==> src/hw/leiu_cfg.svh <==
`ifndef LEIU_CFG_SVH
`define LEIU_CFG_SVH

// register offsets
`define LEIU_ADDR_W 8
`define LEIU_OFS_FLAGS 8'h02
`define LEIU_OFS_ENABLE 8'h53
`define LEIU_OFS_STATUS 8'h60
`define LEIU_OFS_QWARN 8'h61
`define LEIU_OFS_LERR 8'h62

// field positions
`define LEIU_BIT_POL 7
`define LEIU_BIT_BROKEN 6
`define LEIU_BIT_QUAL 5
`define LEIU_BIT_XFER 4
`define LEIU_BIT_PIN 3
`define LEIU_BIT_LERR 2
`define LEIU_BIT_WAKE 1
`define LEIU_BIT_RSVD0 0

// masks and values
`define LEIU_FLAG_MASK 8'h7E
`define LEIU_CLEAR_ALL 8'h7F
`define LEIU_ENABLE_MASK 8'hFE
`define LEIU_RST_FLAGS 8'h00
`define LEIU_RST_ENABLE 8'h00
`define LEIU_RST_QWARN 8'h00
`define LEIU_RST_LERR 8'hFF
`define LEIU_QUAL_NONE_LOST 8'hFF

`endif

==> src/hw/leiu_pkg.sv <==
`default_nettype none
package leiu_pkg;

  typedef struct packed {
    logic link_broken;
    logic xfer_done;
    logic wake_up;
  } leiu_pulse_t;

  typedef struct packed {
    logic [7:0] link_quality_count;
    logic [7:0] lost_packet_count;
    logic [3:0] remote_input_pins;
    logic [3:0] receiver_pin_register;
  } leiu_level_t;

  typedef enum logic {
    LEIU_ROLE_RX,
    LEIU_ROLE_TX
  } leiu_role_t;

  typedef enum {
    LEIU_PIN_IDLE,
    LEIU_PIN_ARMED
  } leiu_pin_state_t;

endpackage
`default_nettype wire

==> src/hw/leiu_pin_change.sv <==
`timescale 1ns/1ps
`default_nettype none
// ------------------------------
// pin change detector
// ------------------------------
module leiu_pin_change (
  input wire logic clk_i,
  input wire logic reset_n_i,
  input wire logic enable_i,
  input wire logic [3:0] pins_i,
  output logic change_o
);
  import leiu_pkg::*;

  logic [3:0] last_reg;
  leiu_pin_state_t state_reg;

  // first sample after reset only arms, never reports
  always_ff @(posedge clk_i or negedge reset_n_i) begin
    if (!reset_n_i) begin
      last_reg <= 4'h0;
      state_reg <= LEIU_PIN_IDLE;
      change_o <= 1'b0;
    end else if (enable_i) begin
      last_reg <= pins_i;
      case (state_reg)
        LEIU_PIN_IDLE: begin
          state_reg <= LEIU_PIN_ARMED;
          change_o <= 1'b0;
        end
        LEIU_PIN_ARMED: begin
          change_o <= (pins_i != last_reg);
        end
        default: begin
          state_reg <= LEIU_PIN_IDLE;
          change_o <= 1'b0;
        end
      endcase
    end
  end

endmodule
`default_nettype wire

==> src/hw/leiu_link_event_irq.sv <==
// The strobed register port was decided locally.
`timescale 1ns/1ps
`default_nettype none
`include "leiu_cfg.svh"
// Function
// - irq stays active until the matching flag is cleared by writing a one or by a read
// - enable bit 7 picks irq polarity, one is active high
// - writing 0x7F to the flag register clears all flags
// - reading the flag register clears it and the pending irq
// - flag bit 6 marks link broken, enable bit 6 gates it
// - flag bit 5 set when quality count at or below warning threshold
// - flag bit 4 set when any remote transfer command completes
// - flag bit 3 set on remote or receiver pin value change
// - transmitter watches remote inputs, receiver watches its outputs
// - flag bit 2 set when lost count reaches error threshold
// - flag bit 1 set on wake from power down, enable bit 1
// - flag bits 7 and 0 reserved, enable bit 0 reads zero
// - outside wakeup mode only enabled flags can drive the irq pin
// - irq present in transmitter role, receiver only with slave interface
// - each unit has its own flags, enables and irq pin
// - wakeup enable blocks all other events from irq
// - with wakeup enabled irq shows power state
// - quality and transfer-done events exist only on the transmitter
// - quality count is 255 minus packets lost in 14 frames
// - lost count gives packets lost in 32 frames, 0 to 255
module leiu_link_event_irq (
  input wire logic clk_i,
  input wire logic reset_n_i,
  input wire logic clk_en_i,
  input wire leiu_pkg::leiu_role_t role_i,
  input wire logic slave_if_i,
  input wire logic powered_up_i,
  input wire leiu_pkg::leiu_pulse_t pulse_i,
  input wire leiu_pkg::leiu_level_t level_i,
  input wire logic [3:0] pins_async_i,
  input wire logic [7:0] addr_i,
  input wire logic [7:0] wdata_i,
  input wire logic wr_i,
  input wire logic rd_i,
  output logic [7:0] rdata_o,
  output logic irq_o,
  output logic irq_oe_o
);
  import leiu_pkg::*;

  // ------------------------------
  // helpers
  // ------------------------------
  function automatic logic [7:0] bit_mask(input int pos);
    bit_mask = 8'h01 << pos;
  endfunction

  function automatic logic hit(input logic [7:0] a, input logic [7:0] ofs);
    hit = (a == ofs);
  endfunction

  // ------------------------------
  // pin synchroniser
  // ------------------------------
  logic [3:0] pin_meta_reg;
  logic [3:0] pin_sync_reg;

  always_ff @(posedge clk_i or negedge reset_n_i) begin
    if (!reset_n_i) begin
      pin_meta_reg <= 4'h0;
      pin_sync_reg <= 4'h0;
    end else if (clk_en_i) begin
      pin_meta_reg <= pins_async_i;
      pin_sync_reg <= pin_meta_reg;
    end
  end

  // ------------------------------
  // pin change source
  // ------------------------------
  logic [3:0] pin_src;
  logic pin_change;
  logic level_change;
  logic async_change;

  always_comb begin
    // transmitter: remote inputs; receiver: its pin register and outputs
    if (role_i == LEIU_ROLE_TX) begin
      pin_src = level_i.remote_input_pins;
    end else begin
      pin_src = level_i.receiver_pin_register;
    end
  end

  // two detectors, so changes on both sources in one cycle cannot cancel
  leiu_pin_change u_pin_change (
    .clk_i(clk_i),
    .reset_n_i(reset_n_i),
    .enable_i(clk_en_i),
    .pins_i(pin_src),
    .change_o(level_change)
  );

  leiu_pin_change u_async_change (
    .clk_i(clk_i),
    .reset_n_i(reset_n_i),
    .enable_i(clk_en_i),
    .pins_i(pin_sync_reg),
    .change_o(async_change)
  );

  assign pin_change = level_change || ((role_i == LEIU_ROLE_TX) && async_change);

  // ------------------------------
  // registers
  // ------------------------------
  logic [7:0] flags_reg;
  logic [7:0] flags_next;
  logic [7:0] enable_reg;
  logic [7:0] qwarn_reg;
  logic [7:0] lerr_reg;
  logic [7:0] set_vec;
  logic [7:0] clr_vec;
  logic qual_lvl;
  logic lerr_lvl;
  logic qual_last_reg;
  logic lerr_last_reg;
  logic is_tx;
  logic irq_active;
  logic irq_active_reg;
  logic irq_present;

  assign is_tx = (role_i == LEIU_ROLE_TX);
  // 255 means nothing lost, so low counts mean poor quality
  assign qual_lvl = (level_i.link_quality_count <= qwarn_reg);
  assign lerr_lvl = (level_i.lost_packet_count >= lerr_reg);

  // threshold events fire on entering the condition
  always_ff @(posedge clk_i or negedge reset_n_i) begin
    if (!reset_n_i) begin
      qual_last_reg <= 1'b0;
      lerr_last_reg <= 1'b0;
    end else if (clk_en_i) begin
      qual_last_reg <= qual_lvl;
      lerr_last_reg <= lerr_lvl;
    end
  end

  always_comb begin
    set_vec = 8'h00;
    set_vec[`LEIU_BIT_BROKEN] = pulse_i.link_broken;
    set_vec[`LEIU_BIT_QUAL] = is_tx && qual_lvl && !qual_last_reg;
    set_vec[`LEIU_BIT_XFER] = is_tx && pulse_i.xfer_done;
    set_vec[`LEIU_BIT_PIN] = pin_change;
    set_vec[`LEIU_BIT_LERR] = lerr_lvl && !lerr_last_reg;
    set_vec[`LEIU_BIT_WAKE] = pulse_i.wake_up;
  end

  always_comb begin
    clr_vec = 8'h00;
    if (rd_i && hit(addr_i, `LEIU_OFS_FLAGS)) begin
      clr_vec = 8'hFF;
    end else if (wr_i && hit(addr_i, `LEIU_OFS_FLAGS)) begin
      if (wdata_i == `LEIU_CLEAR_ALL) begin
        clr_vec = 8'hFF;
      end else begin
        clr_vec = wdata_i;
      end
    end
    // set beats clear, reserved bits never hold
    flags_next = ((flags_reg & ~clr_vec) | set_vec) & `LEIU_FLAG_MASK;
  end

  always_ff @(posedge clk_i or negedge reset_n_i) begin
    if (!reset_n_i) begin
      flags_reg <= `LEIU_RST_FLAGS;
    end else if (clk_en_i) begin
      flags_reg <= flags_next;
    end
  end

  always_ff @(posedge clk_i or negedge reset_n_i) begin
    if (!reset_n_i) begin
      enable_reg <= `LEIU_RST_ENABLE;
      qwarn_reg <= `LEIU_RST_QWARN;
      lerr_reg <= `LEIU_RST_LERR;
    end else if (clk_en_i && wr_i) begin
      if (hit(addr_i, `LEIU_OFS_ENABLE)) begin
        enable_reg <= wdata_i & `LEIU_ENABLE_MASK;
      end
      if (hit(addr_i, `LEIU_OFS_QWARN)) begin
        qwarn_reg <= wdata_i;
      end
      if (hit(addr_i, `LEIU_OFS_LERR)) begin
        lerr_reg <= wdata_i;
      end
    end
  end

  // ------------------------------
  // read port
  // ------------------------------
  always_ff @(posedge clk_i or negedge reset_n_i) begin
    if (!reset_n_i) begin
      rdata_o <= 8'h00;
    end else if (clk_en_i) begin
      if (rd_i) begin
        case (addr_i)
          `LEIU_OFS_FLAGS: rdata_o <= flags_reg;
          `LEIU_OFS_ENABLE: rdata_o <= enable_reg;
          `LEIU_OFS_STATUS: rdata_o <= {5'h00, irq_active_reg, powered_up_i, is_tx};
          `LEIU_OFS_QWARN: rdata_o <= qwarn_reg;
          `LEIU_OFS_LERR: rdata_o <= lerr_reg;
          default: rdata_o <= 8'h00;
        endcase
      end else begin
        rdata_o <= 8'h00;
      end
    end
  end

  // ------------------------------
  // irq pin
  // ------------------------------

  always_comb begin
    if (enable_reg[`LEIU_BIT_WAKE]) begin
      irq_active = powered_up_i;
    end else begin
      irq_active = |(flags_reg & enable_reg & `LEIU_FLAG_MASK);
    end
  end

  assign irq_present = is_tx || slave_if_i;

  always_ff @(posedge clk_i or negedge reset_n_i) begin
    if (!reset_n_i) begin
      irq_active_reg <= 1'b0;
      irq_o <= 1'b0;
      irq_oe_o <= 1'b0;
    end else if (clk_en_i) begin
      irq_active_reg <= irq_active;
      irq_o <= irq_active ~^ enable_reg[`LEIU_BIT_POL];
      irq_oe_o <= irq_present;
    end
  end

  // ------------------------------
  // checks
  // ------------------------------
  a_clear_all_write: assert property (@(posedge clk_i) disable iff (!reset_n_i)
    (clk_en_i && wr_i && addr_i == `LEIU_OFS_FLAGS && wdata_i == `LEIU_CLEAR_ALL
     && set_vec == 8'h00) |=> (flags_reg == 8'h00))
    else $error("clear-all write left flags");

  a_read_clears: assert property (@(posedge clk_i) disable iff (!reset_n_i)
    (clk_en_i && rd_i && addr_i == `LEIU_OFS_FLAGS) |=> ((flags_reg & ~$past(set_vec)) == 8'h00))
    else $error("read did not clear flags");

  a_set_wins: assert property (@(posedge clk_i) disable iff (!reset_n_i)
    (clk_en_i && set_vec[`LEIU_BIT_BROKEN]) |=> flags_reg[`LEIU_BIT_BROKEN])
    else $error("link broken event lost");

  a_flag_holds: assert property (@(posedge clk_i) disable iff (!reset_n_i)
    (clk_en_i && flags_reg[`LEIU_BIT_PIN] && !clr_vec[`LEIU_BIT_PIN])
    |=> flags_reg[`LEIU_BIT_PIN])
    else $error("pin flag dropped without clear");

  a_polarity_pin: assert property (@(posedge clk_i) disable iff (!reset_n_i)
    (clk_en_i && reset_n_i)
    |=> (irq_o == ($past(irq_active) == $past(enable_reg[`LEIU_BIT_POL]))))
    else $error("irq level wrong for polarity");

  a_disabled_quiet: assert property (@(posedge clk_i) disable iff (!reset_n_i)
    (clk_en_i && reset_n_i && (enable_reg & `LEIU_FLAG_MASK) == 8'h00)
    |=> (irq_o != $past(enable_reg[`LEIU_BIT_POL])))
    else $error("disabled flags drive irq");

  a_wake_power: assert property (@(posedge clk_i) disable iff (!reset_n_i)
    (clk_en_i && reset_n_i && enable_reg[`LEIU_BIT_WAKE])
    |=> (irq_o == ($past(powered_up_i) == $past(enable_reg[`LEIU_BIT_POL]))))
    else $error("irq not following power state");

  a_rx_no_quality: assert property (@(posedge clk_i) disable iff (!reset_n_i)
    (!is_tx) |-> (!set_vec[`LEIU_BIT_QUAL] && !set_vec[`LEIU_BIT_XFER]))
    else $error("receiver raised transmitter event");

  a_reserved_zero: assert property (@(posedge clk_i) disable iff (!reset_n_i)
    (flags_reg[7] == 1'b0 && flags_reg[0] == 1'b0 && enable_reg[0] == 1'b0))
    else $error("reserved bit set");

  a_oe_present: assert property (@(posedge clk_i) disable iff (!reset_n_i)
    (clk_en_i && !is_tx && !slave_if_i) |=> !irq_oe_o)
    else $error("receiver drives irq without slave interface");

  a_oe_tx: assert property (@(posedge clk_i) disable iff (!reset_n_i)
    (clk_en_i && reset_n_i && is_tx)
    |=> irq_oe_o)
    else $error("transmitter irq pin not driven");

  a_read_data: assert property (@(posedge clk_i) disable iff (!reset_n_i)
    (clk_en_i && reset_n_i && rd_i && addr_i == `LEIU_OFS_FLAGS)
    |=> (rdata_o == $past(flags_reg)))
    else $error("flag read returned wrong value");

  a_pin_flag: assert property (@(posedge clk_i) disable iff (!reset_n_i)
    (clk_en_i && reset_n_i && pin_change)
    |=> flags_reg[`LEIU_BIT_PIN])
    else $error("pin change not flagged");

  a_wake_flag: assert property (@(posedge clk_i) disable iff (!reset_n_i)
    (clk_en_i && reset_n_i && pulse_i.wake_up)
    |=> flags_reg[`LEIU_BIT_WAKE])
    else $error("wakeup not flagged");

  a_xfer_flag: assert property (@(posedge clk_i) disable iff (!reset_n_i)
    (clk_en_i && reset_n_i && is_tx && pulse_i.xfer_done)
    |=> flags_reg[`LEIU_BIT_XFER])
    else $error("transfer done not flagged");

  a_qual_entry: assert property (@(posedge clk_i) disable iff (!reset_n_i)
    (clk_en_i && reset_n_i && is_tx && qual_lvl && !qual_last_reg)
    |=> flags_reg[`LEIU_BIT_QUAL])
    else $error("poor quality not flagged");

  a_lerr_entry: assert property (@(posedge clk_i) disable iff (!reset_n_i)
    (clk_en_i && reset_n_i && lerr_lvl && !lerr_last_reg)
    |=> flags_reg[`LEIU_BIT_LERR])
    else $error("link error not flagged");

  a_enable_freeze: assert property (@(posedge clk_i) disable iff (!reset_n_i)
    (reset_n_i && !clk_en_i)
    |=> ($stable(flags_reg) && $stable(enable_reg) && $stable(irq_o)))
    else $error("state moved while clock enable low");

  // ------------------------------
  // coverage
  // ------------------------------

  c_read_clear: cover property (@(posedge clk_i) disable iff (!reset_n_i)
    flags_reg != 8'h00 ##1 (rd_i && addr_i == `LEIU_OFS_FLAGS));
  c_irq_high: cover property (@(posedge clk_i) disable iff (!reset_n_i)
    irq_active_reg && enable_reg[`LEIU_BIT_POL]);
  c_pin_change: cover property (@(posedge clk_i) disable iff (!reset_n_i)
    pin_change && is_tx);
  c_wake_mode: cover property (@(posedge clk_i) disable iff (!reset_n_i)
    enable_reg[`LEIU_BIT_WAKE] && !powered_up_i);
  c_set_over_clear: cover property (@(posedge clk_i) disable iff (!reset_n_i)
    set_vec[`LEIU_BIT_BROKEN] && clr_vec[`LEIU_BIT_BROKEN]);

endmodule
`default_nettype wire

==> config.mk <==
export PLATFORM = sky130hd
export DESIGN_NAME = leiu_link_event_irq
export DESIGN_NICKNAME = d
export VERILOG_FILES = /design/src/hw/leiu_pkg.sv /design/src/hw/leiu_pin_change.sv /design/src/hw/leiu_link_event_irq.sv
export VERILOG_INCLUDE_DIRS = /design/src /design/src/hw
export SDC_FILE = /design/constraint.sdc
export NUM_CORES = 1
export LEC_CHECK = 0
export BUFFER_PORTS_ARGS = -buffer_cell sky130_fd_sc_hd__buf_2
export CORE_MARGIN = 2
export CORE_UTILIZATION = 28
export CTS_CLUSTER_DIAMETER = 30
export DETAILED_ROUTE_END_ITERATION = 8
export PLACE_DENSITY = 0.45
export SLEW_MARGIN = 40
export SYNTH_ARGS = -nofsm -noshare
export SYNTH_HDL_FRONTEND = slang
export SYNTH_HIERARCHICAL = 1
export SYNTH_SLANG_ARGS = --single-unit
export TNS_END_PERCENT = 100
==> constraint.sdc <==
create_clock -name clk_i -period 2.4 [get_ports clk_i]
set_input_delay 0.36 -clock clk_i [delete_from_list [all_inputs] [get_ports clk_i]]
set_output_delay 0.36 -clock clk_i [all_outputs]
set_load 0.005 [all_outputs]
# Word-level counts from Yosys, hierarchy flattened
# Index checks and enable logic that the tools add are counted.
# totals
reg_bits	124
latchBits	0
ram_bits	0
mem_bits_ro	0
out_inout_bits	10
memories	0
# classes
n_addsub	0
multipliers	0
div	0
magnitude_cmp	2
n_eq_ne	10
n_shift	0
muxes	11
n_bitwise	7
n_reduce_logical	20
# ops
op	count
one-hot mux 32 bit (2 select lines)	2
== test 32 x 1 -> 1 bit, second input constant	2
logical NOT 32 bit	2
== test 8 x 7 -> 1 bit, second input constant	5
one-hot mux 8 bit (5 select lines)	1
2-to-1 mux 7 bit	3
AND 7 bit	2
AND reduction 2 bit	5
== test 8 x 2 -> 1 bit, second input constant	1
>= comparator 8 bit	1
<= comparator 8 bit	1
logical AND 1 bit	8
2-to-1 mux 8 bit	1
!= test 4 bit	2
inverter 7 bit	1
bitwise OR 7 bit	1
OR reduction 6 bit	1
2-to-1 mux 4 bit	1
2-to-1 mux 1 bit	3
logical NOT 1 bit	2
logical OR 1 bit	2
inverter 1 bit	2
bitwise XNOR 1 bit	1

# Longest topological paths before layout
# logic_depth
word_depth	7
depth_mapped	6

# Hierarchy
# The synthesis kept the hierarchy.
# modules_own_cells
mod	n_inst	cells_each	area_each_um2
leiu_link_event_irq	1	253	2733.9
leiu_pin_change	2	20	261.5

# Least setup slack after synthesis
# No wires, ideal clock.
# synth_timing
kind	input to register
start	input port addr_i[7]
end	register qwarn_reg[0]
arrival_time_ps	1828
t_required_ps	2275
slack_ps	447
cell_stages	5
path_buffers	1
cell_sequence	or3_1 -> nor3_4 -> and4_1 -> buf_2 -> mux2_2
# synth_via
elab_chain_cells	2
# synth_rtl
element	line	text
start: declaration	leiu_link_event_irq.sv:36	input wire logic [7:0] addr_i,
== test 8 x 7 -> 1 bit	leiu_link_event_irq.sv:54	hit = (a == ofs);
AND reduction 2 bit (no line)	n/a	
end signal: assignment	leiu_link_event_irq.sv:180	qwarn_reg <= `LEIU_RST_QWARN;
end signal: assignment	leiu_link_event_irq.sv:187	qwarn_reg <= wdata_i;
end: declaration	leiu_link_event_irq.sv:115	logic [7:0] qwarn_reg;
# No other way between the ends.
# A chain may end at the register's enable or synchronous reset.

# Worst setup path after layout
# layout_timing
start	register lerr_reg[2]
end	register lerr_last_reg
# layout_via
elab_chain_cells	1
# layout_rtl
element	line	text
start: declaration	leiu_link_event_irq.sv:116	logic [7:0] lerr_reg;
start signal: assignment	leiu_link_event_irq.sv:181	lerr_reg <= `LEIU_RST_LERR;
start signal: assignment	leiu_link_event_irq.sv:190	lerr_reg <= wdata_i;
>= comparator 8 bit	leiu_link_event_irq.sv:131	assign lerr_lvl = (level_i.lost_packet_count >= lerr_reg);
end signal: assignment	leiu_link_event_irq.sv:140	lerr_last_reg <= lerr_lvl;
end: declaration	leiu_link_event_irq.sv:122	logic lerr_last_reg;
# No other way between the ends.

==> key figures <==
Status
  • Outcome: finished, final reports clean

Clocking
  • # resized after CTS: 0
  • CTS clock-pin slew for the worst setup and hold paths: 0.05 ns
  • CTS Buffer Depth: 2
  • Clock sinks: between 60 and 70
  • Clock latency on the worst-skew pair: 0.32 ns
  • Cts bufs inserted: 9
  • CTS tree: done
  • Root buf cell: clkbuf_16
  • # H-tree levels: 3

Min path
  • Min-delay worst type: in2reg

Layout
  • Area Overhead vs Synth: 26.1%
  • Flip-flop and latch area: between 0.0015 and 0.002 mm^2
  • Final core utilization: 0.361
  • Layout cell share with drive strength beyond 1: 0.394
  • Fin cells: around 500
  • N_diodes: 0
  • Multi-input gate area: 0.00155 mm^2
  • Final net count: ~440
  • # fillers: between 1000 and 1500

STA
  • Final setup vio count: 0
  • Fmax: around 540 MHz
  • Setup TNS: 0 ns
  • Post-route setup slack: about 0.54 ns
  • Hold Fails Final Rpt: 0
  • Final period util: 0.774
  • Final Max Tran Viols: 0
  • RSZ-0062 raised after global routing: no
  • Normalized max-slew margin: 0.664
  • Min Clock Period, post-route: 1.86 ns
  • Worst-Margin Slew: slightly above 0.5 ns
  • Clock Skew: roughly 0.0044 ns

Critical path
  • Critical path cell sequence: inv_1, ha_1, a211oi_1, o21ai_0, a21oi_1, a21oi_1
  • CP max stage delay: approximately 0.55 ns
  • CP max-delay cell: dfstp_2
  • Worst path arrival time: 2.05 ns
  • Startpoint types: register
  • Most common cell on crit path: a21oi_1
  • CP max FO: 3
  • Kind of critical path: reg2reg
  • Setup crit end kind: register
  • Flop2flop setup slack: between 0.5 and 0.6 ns
  • Critical path buffer and inverter count: 1
  • Crit path max-delay family: compound AO/OA/AOI/OAI gates
  • Req. time, crit path: between 2 and 3 ns

Drt
  • Initial DRC Count: between 100 and 150
  • ANT nets after route: 0
  • DRC: 0
  • Avg Vias per Cell: slightly below 5
  • Router iterations before antenna repair: 5
  • DR vias: 2537
  • WL final: a little over 8000 um
  • Routed WL per cell: ~16 um

Die
  • Core Footprint: between 0.01 and 0.015 mm^2
  • Die height: between 100 and 150 um
  • Row cnt: 39
  • Die W: between 100 and 150 um
  • IO Count: 65
  • DIE AREA: 0.0125 mm^2
  • Starting density of the core: 0.286

Global route
  • Antenna violations before repair: 0
  • Gr busiest metal: met2
  • First-pass GRT wire length: 13400 um
  • Largest net degree at the start of global routing: 26
  • Vias in the first global route: about 2600
  • Met2 usage: 0.217
  • Met1 GRT Util: 0.181
  • Met3 usage: 0.0321
  • GR Overflow Total: 0
  • Total track usage: 0.137

Synthesis
  • Post-synth top cells: dfrtp_1, mux2_2, inv_1, a21oi_1, nand2_1
  • Sequential area share after synthesis: 0.479
  • Top-area cell type share of the netlist area: 0.415
  • Mapped Nets: 364
  • Synth area leader: dfrtp_1
  • Top-count cell post-synth: dfrtp_1
  • EDFF count, synth: 0
  • Synthesized flop and latch total: between 60 and 70
  • Syn_area_per_cell: between 10 and 15 um^2
  • Yosys warns: 6
  • Post-synth cell types: 41
  • Cells after Synth: between 200 and 300
  • Cell Area, Synth: between 0.003 and 0.004 mm^2
  • Top post-synthesis cells by area: dfrtp_1, mux2_2, dfstp_2, ha_1, a21oi_1
  • Ys async rst share: 1.00
  • Primary FF master, synth: dfrtp_1

Run
  • MaxCap Viol Count: 0

Power and ir drop
  • Power Total: 0.00285 W
  • Power per Cell Area: 693 mW/mm^2
  • Worst vdd rail ir drop: approximately 450 uV
  • Leakage power: around 1.8 nW

Placement
  • RePlAce Congestion: 0.870
  • Placed cell count: approximately 500
  • Post-DP HPWL: 6270 um
  • PortBufs: 64
  • Place WS: ~0.26 ns
## report_power, final
part,switching [W],internal [W]
registers,0.0000440,0.00112
logic,0.000152,0.000147
clock network,0.000476,0.000911
## worst paths after layout
kind                       depth (start not counted)                           to                      start
max in group asynchronous                          3      lerr_reg[3]$_DFFE_PN1P_                  reset_n_i
min in group asynchronous                          2  pin_sync_reg[0]$_DFFE_PN0P_                  reset_n_i
max reg2reg                                        6    lerr_last_reg$_DFFE_PN0P_    lerr_reg[2]$_DFFE_PN1P_
min                                                3     flags_reg[1]$_DFFE_PN0P_                 pulse_i[0]
max                                                6    lerr_last_reg$_DFFE_PN0P_    lerr_reg[2]$_DFFE_PN1P_
min reg2reg                                        1     flags_reg[2]$_DFFE_PN0P_  lerr_last_reg$_DFFE_PN0P_
## worst reg2reg max path, stage by stage, from the launching register on
cell and delay [ns]:
dfstp_2 0.55, inv_1 0.04, ha_1 0.28, a211oi_1 0.22, o21ai_0 0.14, a21oi_1 0.37
a21oi_1 0.13
## layout make-up
type	count	area share
tap	143	0.0436
clock buffer	9	0.0548
inverter	22	0.0201
timing repair buffer	75	0.0987
multi-input combinational	196	0.378
sequential	62	0.380
clock inverter	7	0.0241
## metrics by stage
step                hold slack [ns]  cell area (um^2)
floorplan                    0.0644              3260
global placement              0.284              3770
detailed placement            0.286              3770
CTS                           0.228              4110
global route                  0.254              4110
finish                        0.236              4110
## cell usage in the layout, fill, tap and decap left out, types with 2 or more instances in the layout
master     Yosys  final
a211oi_1       3      3
a21oi_1       20     20
a222oi_1       5      5
a22o_1         5      5
a22oi_1        2      2
and4_1         2      2
buf_2          4     64
buf_4          1     10
bufinv_16      0      2
clkbuf_16      0      9
clkinv_4       0      3
dfrtp_1       54     54
dfstp_2        8      8
ha_1          16     16
inv_1         22     22
mux2_2        44     44
mux2i_1        3      3
nand2_1       19     19
nand4_1        3      3
nor2_1        12     12
nor2b_1        5      5
nor3_1         3      3
nor3b_1        2      2
nor4_1         4      4
o21ai_0       10     10
o21ai_1        2      2
o22ai_1        2      2
o2bb2ai_1      8      8
o31ai_1        2      2
or2_2          2      2
or3_1          2      2
or4_1          3      3
xor2_1         8      8
## what timing repair did
item                      in CTS  in global routing
hold buffers                   1                  0
buffers inserted               0                  0
hold endpoints to repair      13                  0
## cells by family after synthesis
family	share of synthesized area
AO/OA/AOI/OAI	0.129
XOR/XNOR	0.0242
adder cells (fa/ha/maj)	0.0615
buffers and inverters	0.0434
flip-flops	0.479
multiplexers	0.161
AND/OR/NAND/NOR	0.101
## routing by layer
| layer | wire length [um] | part of all wire | vias to the layer above |
|---|---|---|---|
| met4 | 201 | 0.025 | 0 |
| met2 | 3740 | 0.46 | 83 |
| li1 | - | - | 1213 |
| met5 | 0 | 0 | - |
| met3 | 444 | 0.055 | 17 |
| met1 | 3730 | 0.46 | 1224 |
Power figures use the tool's default switching activity.
